`src/hw/wdt_consts.vh`:
```
// Purpose: constants for the keyed watchdog / interval timer
// Assumes: byte addresses as seen on the internal register port
// Notes: definitions only
`ifndef WDT_CONSTS_VH
`define WDT_CONSTS_VH
// ==========================================
// addresses
`define ADDR_WIDTH 32
`define ADDR_CSR_RD 32'h05ffffb8
`define ADDR_CNT_RD 32'h05ffffb9
`define ADDR_CNT_CSR_WR 32'h05ffffb8
`define ADDR_RST_RD 32'h05ffffbb
`define ADDR_RST_WR 32'h5fffffba
// ==========================================
// write keys
`define KEY_CNT 8'h5a
`define KEY_CSR 8'ha5
`define KEY_RST_CLR 8'ha5
`define KEY_RST_SET 8'h5a
// ==========================================
// field positions
`define CSR_OVF_BIT 7
`define CSR_MODE_BIT 6
`define CSR_EN_BIT 5
`define RST_WATCHDOG_OVERFLOW_FLAG_BIT 7
`define RST_RESET_ENABLE_BIT 6
`define RST_RESET_SELECT_BIT 5
// ==========================================
// reset values and reserved bits
`define CSR_RESERVED 2'h3
`define RST_RESERVED 5'h1f
`define CNT_RESET 8'h00
// ==========================================
// timing
`define CLK_PERIOD_NS 10
`define OVF_PULSE_CYCLES 8'd128
`define RST_PULSE_CYCLES 10'd512
`define PRESCALE_WIDTH 13
`endif

```
`src/hw/keyed_watchdog_interval_timer.v`:
```
// Purpose: eight bit watchdog / interval timer with keyed register writes
// Assumes: register port signals synchronous to clk; wr_t3 marks last write state
// Notes: byte reads only; word writes only
`timescale 1ns/1ps
`include "wdt_consts.vh"
module keyed_watchdog_interval_timer (
    input wire clk,
    input wire srst,
    input wire reset_pin_n,
    input wire [`ADDR_WIDTH-1:0] addr,
    input wire wr_en,
    input wire word_access,
    input wire wr_t3,
    input wire [15:0] wr_data,
    input wire rd_en,
    output reg [7:0] rd_data,
    input wire standby_req,
    input wire nmi,
    output wire standby_grant,
    output reg in_standby,
    output reg overflow_out_n,
    output reg interval_interrupt,
    output reg chip_reset,
    output reg chip_reset_manual
);
    reg [7:0] up_counter_q;
    reg interval_overflow_flag_q;
    reg watchdog_mode_select_q;
    reg timer_enable_q;
    reg [2:0] prescale_select_q;
    reg watchdog_overflow_flag_q;
    reg reset_enable_q;
    reg reset_select_q;
    reg ovf_seen_q;
    reg recovering_q;
    reg [7:0] ovf_cnt_q;
    reg [9:0] rst_cnt_q;
    wire pin_rst;
    wire tick;
    wire overflow;
    wire wr_shared;
    wire wr_rst;
    wire wr_cnt;
    wire wr_csr;
    wire counting;
    wire [7:0] csr_rd;
    wire [7:0] rst_rd;
    assign pin_rst = srst || !reset_pin_n;
    // ==========================================
    // write decode
    assign wr_shared = wr_en && word_access && (addr == `ADDR_CNT_CSR_WR);
    assign wr_rst = wr_en && word_access && (addr == `ADDR_RST_WR);
    assign wr_cnt = wr_shared && (wr_data[15:8] == `KEY_CNT);
    assign wr_csr = wr_shared && (wr_data[15:8] == `KEY_CSR);
    // ==========================================
    // count clock
    assign counting = timer_enable_q || recovering_q;
    wdt_prescaler wdt_prescaler_inst (
        .clk(clk),
        .srst(pin_rst),
        .run(counting),
        .sel(prescale_select_q),
        .tick(tick)
    );
    // tick in the write's T3 loses to the write
    assign overflow = tick && !(wr_cnt && wr_t3) && !wr_cnt && (up_counter_q == 8'hff);
    // ==========================================
    // counter
    always @(posedge clk) begin
        if (pin_rst) begin
            up_counter_q <= `CNT_RESET;
        end else if (wr_cnt) begin
            up_counter_q <= wr_data[7:0];
        end else if (!counting) begin
            up_counter_q <= `CNT_RESET;
        end else if (overflow && watchdog_mode_select_q && !recovering_q) begin
            up_counter_q <= `CNT_RESET;
        end else if (tick) begin
            up_counter_q <= up_counter_q + 8'h01;
        end
    end
    // ==========================================
    // control/status
    always @(posedge clk) begin
        if (pin_rst) begin
            interval_overflow_flag_q <= 1'b0;
            watchdog_mode_select_q <= 1'b0;
            timer_enable_q <= 1'b0;
            prescale_select_q <= 3'h0;
        end else if (overflow && watchdog_mode_select_q && !recovering_q) begin
            // internal reinitialise; prescale survives only in standby
            interval_overflow_flag_q <= 1'b0;
            watchdog_mode_select_q <= 1'b0;
            timer_enable_q <= 1'b0;
            prescale_select_q <= 3'h0;
        end else begin
            if (in_standby) begin
                interval_overflow_flag_q <= 1'b0;
                watchdog_mode_select_q <= 1'b0;
                timer_enable_q <= 1'b0;
            end else if (wr_csr) begin
                watchdog_mode_select_q <= wr_data[`CSR_MODE_BIT];
                timer_enable_q <= wr_data[`CSR_EN_BIT];
                prescale_select_q <= wr_data[2:0];
            end
            // set wins over clear
            if (overflow && !watchdog_mode_select_q && !recovering_q) begin
                interval_overflow_flag_q <= 1'b1;
            end else if (wr_csr && ovf_seen_q && !wr_data[`CSR_OVF_BIT]) begin
                interval_overflow_flag_q <= 1'b0;
            end
        end
    end
    // read-one tracking for the clear-by-zero sequence
    always @(posedge clk) begin
        if (pin_rst || wr_csr) begin
            ovf_seen_q <= 1'b0;
        end else if (rd_en && addr == `ADDR_CSR_RD && interval_overflow_flag_q) begin
            ovf_seen_q <= 1'b1;
        end
    end
    // ==========================================
    // reset control/status; pin reset wins and clears the flag
    always @(posedge clk) begin
        if (pin_rst) begin
            watchdog_overflow_flag_q <= 1'b0;
            reset_enable_q <= 1'b0;
            reset_select_q <= 1'b0;
        end else if (in_standby) begin
            watchdog_overflow_flag_q <= 1'b0;
            reset_enable_q <= 1'b0;
            reset_select_q <= 1'b0;
        end else begin
            if (overflow && watchdog_mode_select_q) begin
                watchdog_overflow_flag_q <= 1'b1;
            end else if (wr_rst && wr_data == {`KEY_RST_CLR, 8'h00}) begin
                watchdog_overflow_flag_q <= 1'b0;
            end
            if (wr_rst && wr_data[15:8] == `KEY_RST_SET) begin
                reset_enable_q <= wr_data[`RST_RESET_ENABLE_BIT];
                reset_select_q <= wr_data[`RST_RESET_SELECT_BIT];
            end
        end
    end
    // ==========================================
    // overflow pulse and internal reset
    always @(posedge clk) begin
        if (pin_rst) begin
            ovf_cnt_q <= 8'h00;
            rst_cnt_q <= 10'h000;
            overflow_out_n <= 1'b1;
            chip_reset <= 1'b0;
            chip_reset_manual <= 1'b0;
            interval_interrupt <= 1'b0;
        end else begin
            interval_interrupt <= overflow && !watchdog_mode_select_q && !recovering_q;
            if (overflow && watchdog_mode_select_q && !recovering_q) begin
                ovf_cnt_q <= `OVF_PULSE_CYCLES - 8'h01;
                overflow_out_n <= 1'b0;
            end else if (ovf_cnt_q != 8'h00) begin
                ovf_cnt_q <= ovf_cnt_q - 8'h01;
            end else begin
                overflow_out_n <= 1'b1;
            end
            if (overflow && watchdog_mode_select_q && reset_enable_q && !recovering_q) begin
                rst_cnt_q <= `RST_PULSE_CYCLES - 10'h001;
                chip_reset <= 1'b1;
                chip_reset_manual <= reset_select_q;
            end else if (rst_cnt_q != 10'h000) begin
                rst_cnt_q <= rst_cnt_q - 10'h001;
            end else begin
                chip_reset <= 1'b0;
            end
        end
    end
    // ==========================================
    // standby entry and nmi recovery
    assign standby_grant = standby_req && !timer_enable_q && !in_standby;
    always @(posedge clk) begin
        if (pin_rst) begin
            in_standby <= 1'b0;
            recovering_q <= 1'b0;
        end else if (standby_grant) begin
            in_standby <= 1'b1;
        end else if (in_standby && nmi && !recovering_q) begin
            recovering_q <= 1'b1;
        end else if (recovering_q && tick && up_counter_q == 8'hff) begin
            recovering_q <= 1'b0;
            in_standby <= 1'b0;
        end
    end
    // ==========================================
    // byte reads
    assign csr_rd = {interval_overflow_flag_q, watchdog_mode_select_q, timer_enable_q,
                     `CSR_RESERVED, prescale_select_q};
    assign rst_rd = {watchdog_overflow_flag_q, reset_enable_q, reset_select_q, `RST_RESERVED};
    always @(posedge clk) begin
        if (pin_rst) begin
            rd_data <= 8'h00;
        end else if (rd_en) begin
            case (addr)
                `ADDR_CSR_RD: rd_data <= csr_rd;
                `ADDR_CNT_RD: rd_data <= up_counter_q;
                `ADDR_RST_RD: rd_data <= rst_rd;
                default: rd_data <= 8'h00;
            endcase
        end
    end
endmodule // keyed_watchdog_interval_timer

```
`src/hw/wdt_prescaler.v`:
```
// Purpose: divider, cleared while run is low, giving one-cycle count enables
// Assumes: single clock, synchronous reset
// Notes: tap chosen by a three bit select
`timescale 1ns/1ps
`include "wdt_consts.vh"
module wdt_prescaler (
    input wire clk,
    input wire srst,
    input wire run,
    input wire [2:0] sel,
    output reg tick
);
    reg [`PRESCALE_WIDTH-1:0] div_q;
    reg [`PRESCALE_WIDTH-1:0] mask;
    // ==========================================
    // divider
    always @(posedge clk) begin
        if (srst || !run) begin
            div_q <= {`PRESCALE_WIDTH{1'b0}};
        end else begin
            div_q <= div_q + 13'h0001;
        end
    end
    // ==========================================
    // tap select: /2,/64,/128,/256,/512,/1024,/4096,/8192
    always @* begin
        case (sel)
            3'h0: mask = 13'h0001;
            3'h1: mask = 13'h003f;
            3'h2: mask = 13'h007f;
            3'h3: mask = 13'h00ff;
            3'h4: mask = 13'h01ff;
            3'h5: mask = 13'h03ff;
            3'h6: mask = 13'h0fff;
            default: mask = 13'h1fff;
        endcase
        tick = run && ((div_q & mask) == mask);
    end
endmodule // wdt_prescaler

```
`config.mk`:
```
export PLATFORM = sky130hd
export DESIGN_NAME = keyed_watchdog_interval_timer
export DESIGN_NICKNAME = d
export VERILOG_FILES = /design/src/hw/keyed_watchdog_interval_timer.v /design/src/hw/wdt_prescaler.v
export VERILOG_INCLUDE_DIRS = /design/src /design/src/hw
export SDC_FILE = /design/constraint.sdc
export NUM_CORES = 1
export LEC_CHECK = 0
export BUFFER_PORTS_ARGS = -buffer_cell sky130_fd_sc_hd__buf_2
export CAP_MARGIN = 10
export CORE_MARGIN = 3
export CORE_UTILIZATION = 45
export DETAILED_ROUTE_END_ITERATION = 6
export PLACE_DENSITY = 0.68
export SYNTH_ARGS = -nofsm -noshare
export SYNTH_HDL_FRONTEND = slang
export SYNTH_HIERARCHICAL = 1
export SYNTH_SLANG_ARGS = --single-unit
```
`constraint.sdc`:
```
create_clock -name clk -period 5.04 [get_ports clk]
set_input_delay 1.008 -clock clk [delete_from_list [all_inputs] [get_ports clk]]
set_output_delay 1.008 -clock clk [all_outputs]
set_load 0.01 [all_outputs]
```
==> results.md, run 1 <==
- GP Congestion: around 0.91
- CP Launch Type: input port
- TritonCTS buffer count: 9
- Final instance area: around 0.004 mm²
- Overall power after layout: between 1.5 and 2 mW
- # fillers: between 600 and 700
- Post_cts resized: 0
- Core footprint: approximately 0.007 mm²
- Post-synth EDFFs: 0
- Syn nets: 463
- CTS tree: built
- Slew HR: 0.4142
- DRT iter0 DRCs: roughly 130
- Worst-Margin Slew: just under 0.9 ns
- Worst vdd ir: roughly 0.23 mV
- Seq cells post-synth: 63
- Post-synth ARST share: 0
- Worst endpoint required time: between 5 and 6 ns
- DRC errors left: 0
- Hold Path Class: register to register
- Warnings, synthesis: 6
- Drt total wl: between 8000 and 9000 µm
- Syn Area/Cell: ~8.3 µm²
- Root Buffer Master: clkbuf_8
- Port buffer count: 69
- Slew Viols, Final: 0
- DR vias/cell: between 5 and 6
- Post-CTS Hold Buffers: 0
- Commonest cells in the netlist: 63 x dfxtp_1, 40 x nand2_1, 34 x nor2_1
- Pwr dens: approximately 380 mW/mm²
- First-pass iteration count of the detailed router: 4
- Synth top area share: 0.3772
- DIE WIDTH: 92.20 µm
- Fin Setup TNS: 0 ns
- Most instantiated library cell after synthesis: dfxtp_1
- Vias in the first global route: between 3000 and 4000
- Ports: 71
- Via count: between 3000 and 4000
- Setup Crit Path Kind: input port to register
- Period utilization: 0.5743
- Worst EP arrival: roughly 3.2 ns
- Post-route ant nets: 0
- Mapped Area: approximately 0.0033 mm²
- Final min period: slightly below 3 ns
- Outcome: finished, final reports clean
- Count of final hold-check violations: 0
- Max-Cap Viols: 0
- Die H: between 90 and 100 µm
- DPL Wire Length: around 6500 µm
- WL per Instance: around 15 µm
- Unrepaired setup endpoints after global routing: false
- Post-synthesis cell count: around 400
- Final nets: ~530
- Layout cells sized above 1: 0.2176
- Clock Skews: between 0.009 and 0.01 ns
- N_diodes: 0
- Htree depth: 3
- Hold Slack: 0.4615 ns
- Grt ovf: 0
- Area leader, netlist: dfxtp_1
- Maximum buffer depth of the clock tree: 2
- Initial antenna violation count: 0
- Peak fanout along the critical path: 8
- Clock-pin slew on the worst setup and hold paths: ~0.070 ns
- Std-Cell Rows: 30
- CTS sink cnt: 63
- CP endpoint kind: register
- Maximum clock rate: about 350 MHz
- Endpoints failing setup: 0
- Sequential-to-total area share from yosys stat: 0.3772
- Final Util: 0.5722
- First-pass GRT wire length: ~15000 µm
- Die area: 0.008500 mm²
- Main synth FF type: dfxtp_1
- Postcts setup bufs: 0
- Area of placed instances: between 0.003 and 0.004 mm²
- Pin count of the biggest net entering global routing: 36
- Top cells by area, synth: dfxtp_1 38%, a21oi_1 4.6%, mux2i_1 4.5%
- Count of cell types in the netlist: between 50 and 60
- Total GRT Usage: 0.2166
- Skew-Pair Late Insertion Delay: about 0.34 ns
- Leak: approximately 1.5 nW
- Starting Density: 0.4789
- Area growth, synth to finish: 19.50%
-- path summary, 6_finish.rpt --
| path | cells after the start | startpoint | end | slack, ns |
|---|---|---|---|---|
| max | 6 | addr[25] | ovf_cnt_q[7]$_SDFFE_PP0P_ | 2.15 |
| min | 2 | chip_reset$_SDFFE_PP0P_ | chip_reset$_SDFFE_PP0P_ | 0.46 |
| max reg2reg | 8 | wdt_prescaler_inst/div_q[2]$_SDFF_PP0_ | rst_cnt_q[9]$_SDFFE_PP0P_ | 2.21 |
| min reg2reg | 2 | chip_reset$_SDFFE_PP0P_ | chip_reset$_SDFFE_PP0P_ | 0.46 |
-- per-stage QoR --
| step | cells | setup slack [ns] |
|---|---|---|
| 2_1_floorplan | 402 | 2.206 |
| 3_3_place_gp | 558 | 1.842 |
| 3_5_place_dp | 558 | 1.774 |
| 4_1_cts | 574 | 2.119 |
| 5_1_grt | 574 | 1.880 |
| 6_report | 574 | 2.146 |
-- worst max-delay path, cell delays in order --
cell	delay (ns)
buf_2	0.11
or4_4	0.53
nor4_1	0.47
nand3_1	0.32
and2_0	0.47
nor3_1	0.25
-- cell families (layout without fill, tap and decap cells) --
logic type      Yosys count  after routing  synth area share
buf+inv                  25            101           0.02919
flops                    63             63            0.3772
fa+ha+maj                 4              4           0.01497
compound gates           81             81            0.1505
xor+xnor                 17             17           0.04454
mux                      15             15           0.04491
simple gates            197            197            0.3387
-- per-layer routing --
| metal | track usage | vias up | share of wire |
|---|---|---|---|
| li1 | - | 1633 | - |
| met1 | 0.2714 | 1538 | 0.45 |
| met2 | 0.3680 | 101 | 0.48 |
| met3 | 0.02871 | 8 | 0.054 |
| met4 | 0.09901 | 0 | 0.014 |
| met5 | 0 | - | 0 |
-- layout make-up --
cell class / count / area (µm²) / area share
Timing Repair Buffer: 73 / 375.4 / 0.09396
Inverter: 12 / 45.04 / 0.01127
Clock buffer: 13 / 168.9 / 0.04228
Tap cell: 96 / 120.1 / 0.03007
Sequential cell: 63 / 1261 / 0.3157
Clock inverter: 3 / 40.04 / 0.01002
Multi-Input combinational cell: 314 / 1984 / 0.4967
-- cell usage in the layout (no fill, tap or decap), types with 5 or more instances in the layout --
master / instances
a21oi_1: 31
a22oi_1: 6
a31oi_1: 7
and3_1: 5
buf_2: 69
clkbuf_8: 12
dfxtp_1: 63
inv_1: 10
mux2i_1: 15
nand2_1: 40
nand2b_1: 8
nand3_1: 23
nand4_1: 9
nor2_1: 34
nor2b_1: 8
nor3_1: 17
nor4_1: 12
o21ai_0: 16
or3_1: 5
or4_1: 7
xnor2_1: 10
xor2_1: 7
-- state kept, by name (all words and copies together), names as in the netlist --
| name | cells |
|---|---|
| watchdog_mode_select_q | 1 |
| reset_select_q | 1 |
| in_standby | 1 |
| chip_reset_manual | 1 |
| interval_interrupt | 1 |
| up_counter_q | 8 |
| rst_cnt_q | 10 |
| rd_data | 8 |
| ovf_seen_q | 1 |
| prescale_select_q | 3 |
| recovering_q | 1 |
| ovf_cnt_q | 8 |
| interval_overflow_flag_q | 1 |
| timer_enable_q | 1 |
| wdt_prescaler_inst/div_q | 13 |
| watchdog_overflow_flag_q | 1 |
| reset_enable_q | 1 |
| chip_reset | 1 |
| overflow_out_n | 1 |
-- power by group --
| group | switching [mW] | internal (mW) | total, mW |
|---|---|---|---|
| Sequential | 0.0438 | 0.543 | 0.587 |
| Combinational | 0.246 | 0.210 | 0.456 |
| Clock | 0.191 | 0.268 | 0.459 |
Note: power is estimated with default switching activity, not from simulation.
==> run 2: changes to the inputs <==
Settings changed: PLACE_DENSITY 0.68 to 0.7.
Clock period 5.04 ns to 2.5 ns, I/O delays scaled along.
==> run 2 against run 1 <==
- sequential power increased by 100%
- critical path depth increased by 3
- wire length increased by 0.68%
- register-to-register slack got worse by 2.1 ns
- die area unchanged
- worst setup slack got worse by 2.0 ns
- largest cell class unchanged
==> results.md, run 2 (synthesis gave the netlist of run 1 again) <==
- Unrepaired setup endpoints after global routing: false
- Outcome: finished, final reports clean
- Period utilization: 0.9420
- TritonCTS buffer count: 9
- Skew-Pair Late Insertion Delay: ~0.35 ns
- Port buffer count: just under 70
- FF-to-FF path depth: 9
- WL per Instance: approximately 15 µm
- Via count: between 3000 and 4000
- Largest delay share family, worst path: compound AO/OA/AOI/OAI gates
- Most flops, register: wdt_prescaler_inst/div_q
- Setup Crit Path Kind: register to register
- Maximum clock rate: approximately 420 MHz
- Top Registers: wdt_prescaler_inst/div_q x13, rst_cnt_q x10
- First-pass iteration count of the detailed router: 4
- Pre-CTS WS: -0.02868 ns
- Core footprint: around 0.007 mm²
- Leak: ~1.6 nW
- Post-CTS Hold Buffers: 0
- Grt ovf: 0
- Initial antenna violation count: 0
- DRT iter0 DRCs: 147
- Die area: roughly 0.0085 mm²
- Post-route ant nets: 0
- Endpoints failing setup: 0
- First-pass GRT wire length: 14750 µm
- Post_cts resized: 0
- GP Congestion: about 0.89
- Slowest cell on crit path: a2111oi_2
- CP endpoint kind: register
- CTS sink cnt: 63
- Final min period: ~2.4 ns
- Vias in the first global route: between 3000 and 4000
- DIE WIDTH: 92.20 µm
- Fin Setup TNS: 0 ns
- Clock-pin slew on the worst setup and hold paths: roughly 0.070 ns
- Total GRT Usage: 0.2146
- CTS tree: built
- Starting Density: 0.4789
- Htree depth: 3
- Slew Viols, Final: 0
- Clock Skews: 0.009096 ns
- Maximum buffer depth of the clock tree: 2
- Commonest non-fill, non-tap cell in the layout: buf_2
- Area growth, synth to finish: 22.60%
- DPL Wire Length: 6666 µm
- Count of final hold-check violations: 0
- Worst vdd ir: roughly 0.43 mV
- Slowest cell delay on critical path: between 0.3 and 0.4 ns
- CP Launch Type: register
- N_diodes: 0
- Worst endpoint required time: roughly 2.7 ns
- Worst path bufs/invs: 1
- DR vias/cell: approximately 5.6
- Post-route setup slack: ~0.14 ns
- Peak fanout along the critical path: 7
- Pwr dens: around 700 mW/mm²
- Worst-Margin Slew: 0.5873 ns
- Root Buffer Master: clkbuf_8
- Hold Path Class: input port to register
- Worst EP arrival: between 2 and 3 ns
- Commonest cells after routing, fill and taps aside: 69 x buf_2, 63 x dfxtp_1, 40 x nand2_1
- Critical-path cell list: nor2b_1 > o21ai_0 > a31oi_1 > a2111oi_2 > nand4_1 > nor4b_4 > buf_4 > nor4_1 > a31o_2
- Pin count of the biggest net entering global routing: 21
- Slew HR: 0.6058
- Layout cells sized above 1: 0.2419
- Drt total wl: between 8000 and 9000 µm
- Die H: 92.20 µm
- Postcts setup bufs: 0
- Max-Cap Viols: 0
- Final nets: between 500 and 600
- Hold path depth: 3
- DRC errors left: 0
- Crit. path cell count: 9
- Ports: roughly 70
- Max reg flops: 13
- Std-Cell Rows: 30
## run 2: cell types whose count changed in the layout (fill, tap and decap cells not counted), sizes merged
cell	before	now
clkinv	4	3
buf	73	89
bufinv	1	0
clkbuf	13	11
clkinvlp	0	2
## run 2: per-stage QoR
| step | utilization | std cells | hold slack (ns) | power, mW | instance area, µm² |
|---|---|---|---|---|---|
| finish | 0.5871 | 588 | 0.4333 | 2.906 | 4099 |
| global route | 0.5871 | 588 | 0.4358 | 3.104 | 4099 |
| CTS | 0.5871 | 588 | 0.4202 | 2.914 | 4099 |
| detailed placement | 0.5625 | 574 | 0.4489 | 2.128 | 3928 |
| global placement | 0.5625 | 574 | 0.4436 | 2.093 | 3928 |
| floorplan | - | 402 | 0.4368 | 1.927 | 3353 |
## run 2: routing by layer
layer | routed length [µm] | global-route usage
met1 | 4094 | 0.2708
met2 | 4107 | 0.3510
met3 | 479 | 0.04594
met4 | 110 | 0.09530
met5 | 0 | 0
## run 2: worst min-delay path: cells and delay by family
family                 cells  cell delay (ns)
buffers and inverters      1             0.12
and+or+nand+nor            1             0.05
AOI/OAI and AO/OA          1             0.05
## run 2: worst paths after layout
check / slack (ns) / start / to
setup / recovery: 0.14 / prescale_select_q[0]$_SDFFE_PP0P_ / up_counter_q[1]$_SDFFE_PP0P_
hold / removal: 0.43 / wr_data[0] / up_counter_q[0]$_SDFFE_PP0P_
setup reg to reg: 0.14 / prescale_select_q[0]$_SDFFE_PP0P_ / up_counter_q[1]$_SDFFE_PP0P_
hold reg to reg: 0.46 / chip_reset$_SDFFE_PP0P_ / chip_reset$_SDFFE_PP0P_
## run 2: cell type report
class | count | area, µm²
Clock inverter | 3 | 20.02
Fill cell | 660 | 2883
Multi-Input combinational cell | 314 | 1993
Sequential cell | 63 | 1261
Clock buffer | 11 | 151.4
Timing Repair Buffer | 89 | 508.0
Inverter | 12 | 45.04
Tap cell | 96 | 120.1
## run 2: report_power, final
part           total (mW)  switching [mW]  internal [mW]
sequential           1.18          0.0864           1.09
clock               0.787           0.387          0.400
combinational       0.938           0.511          0.428
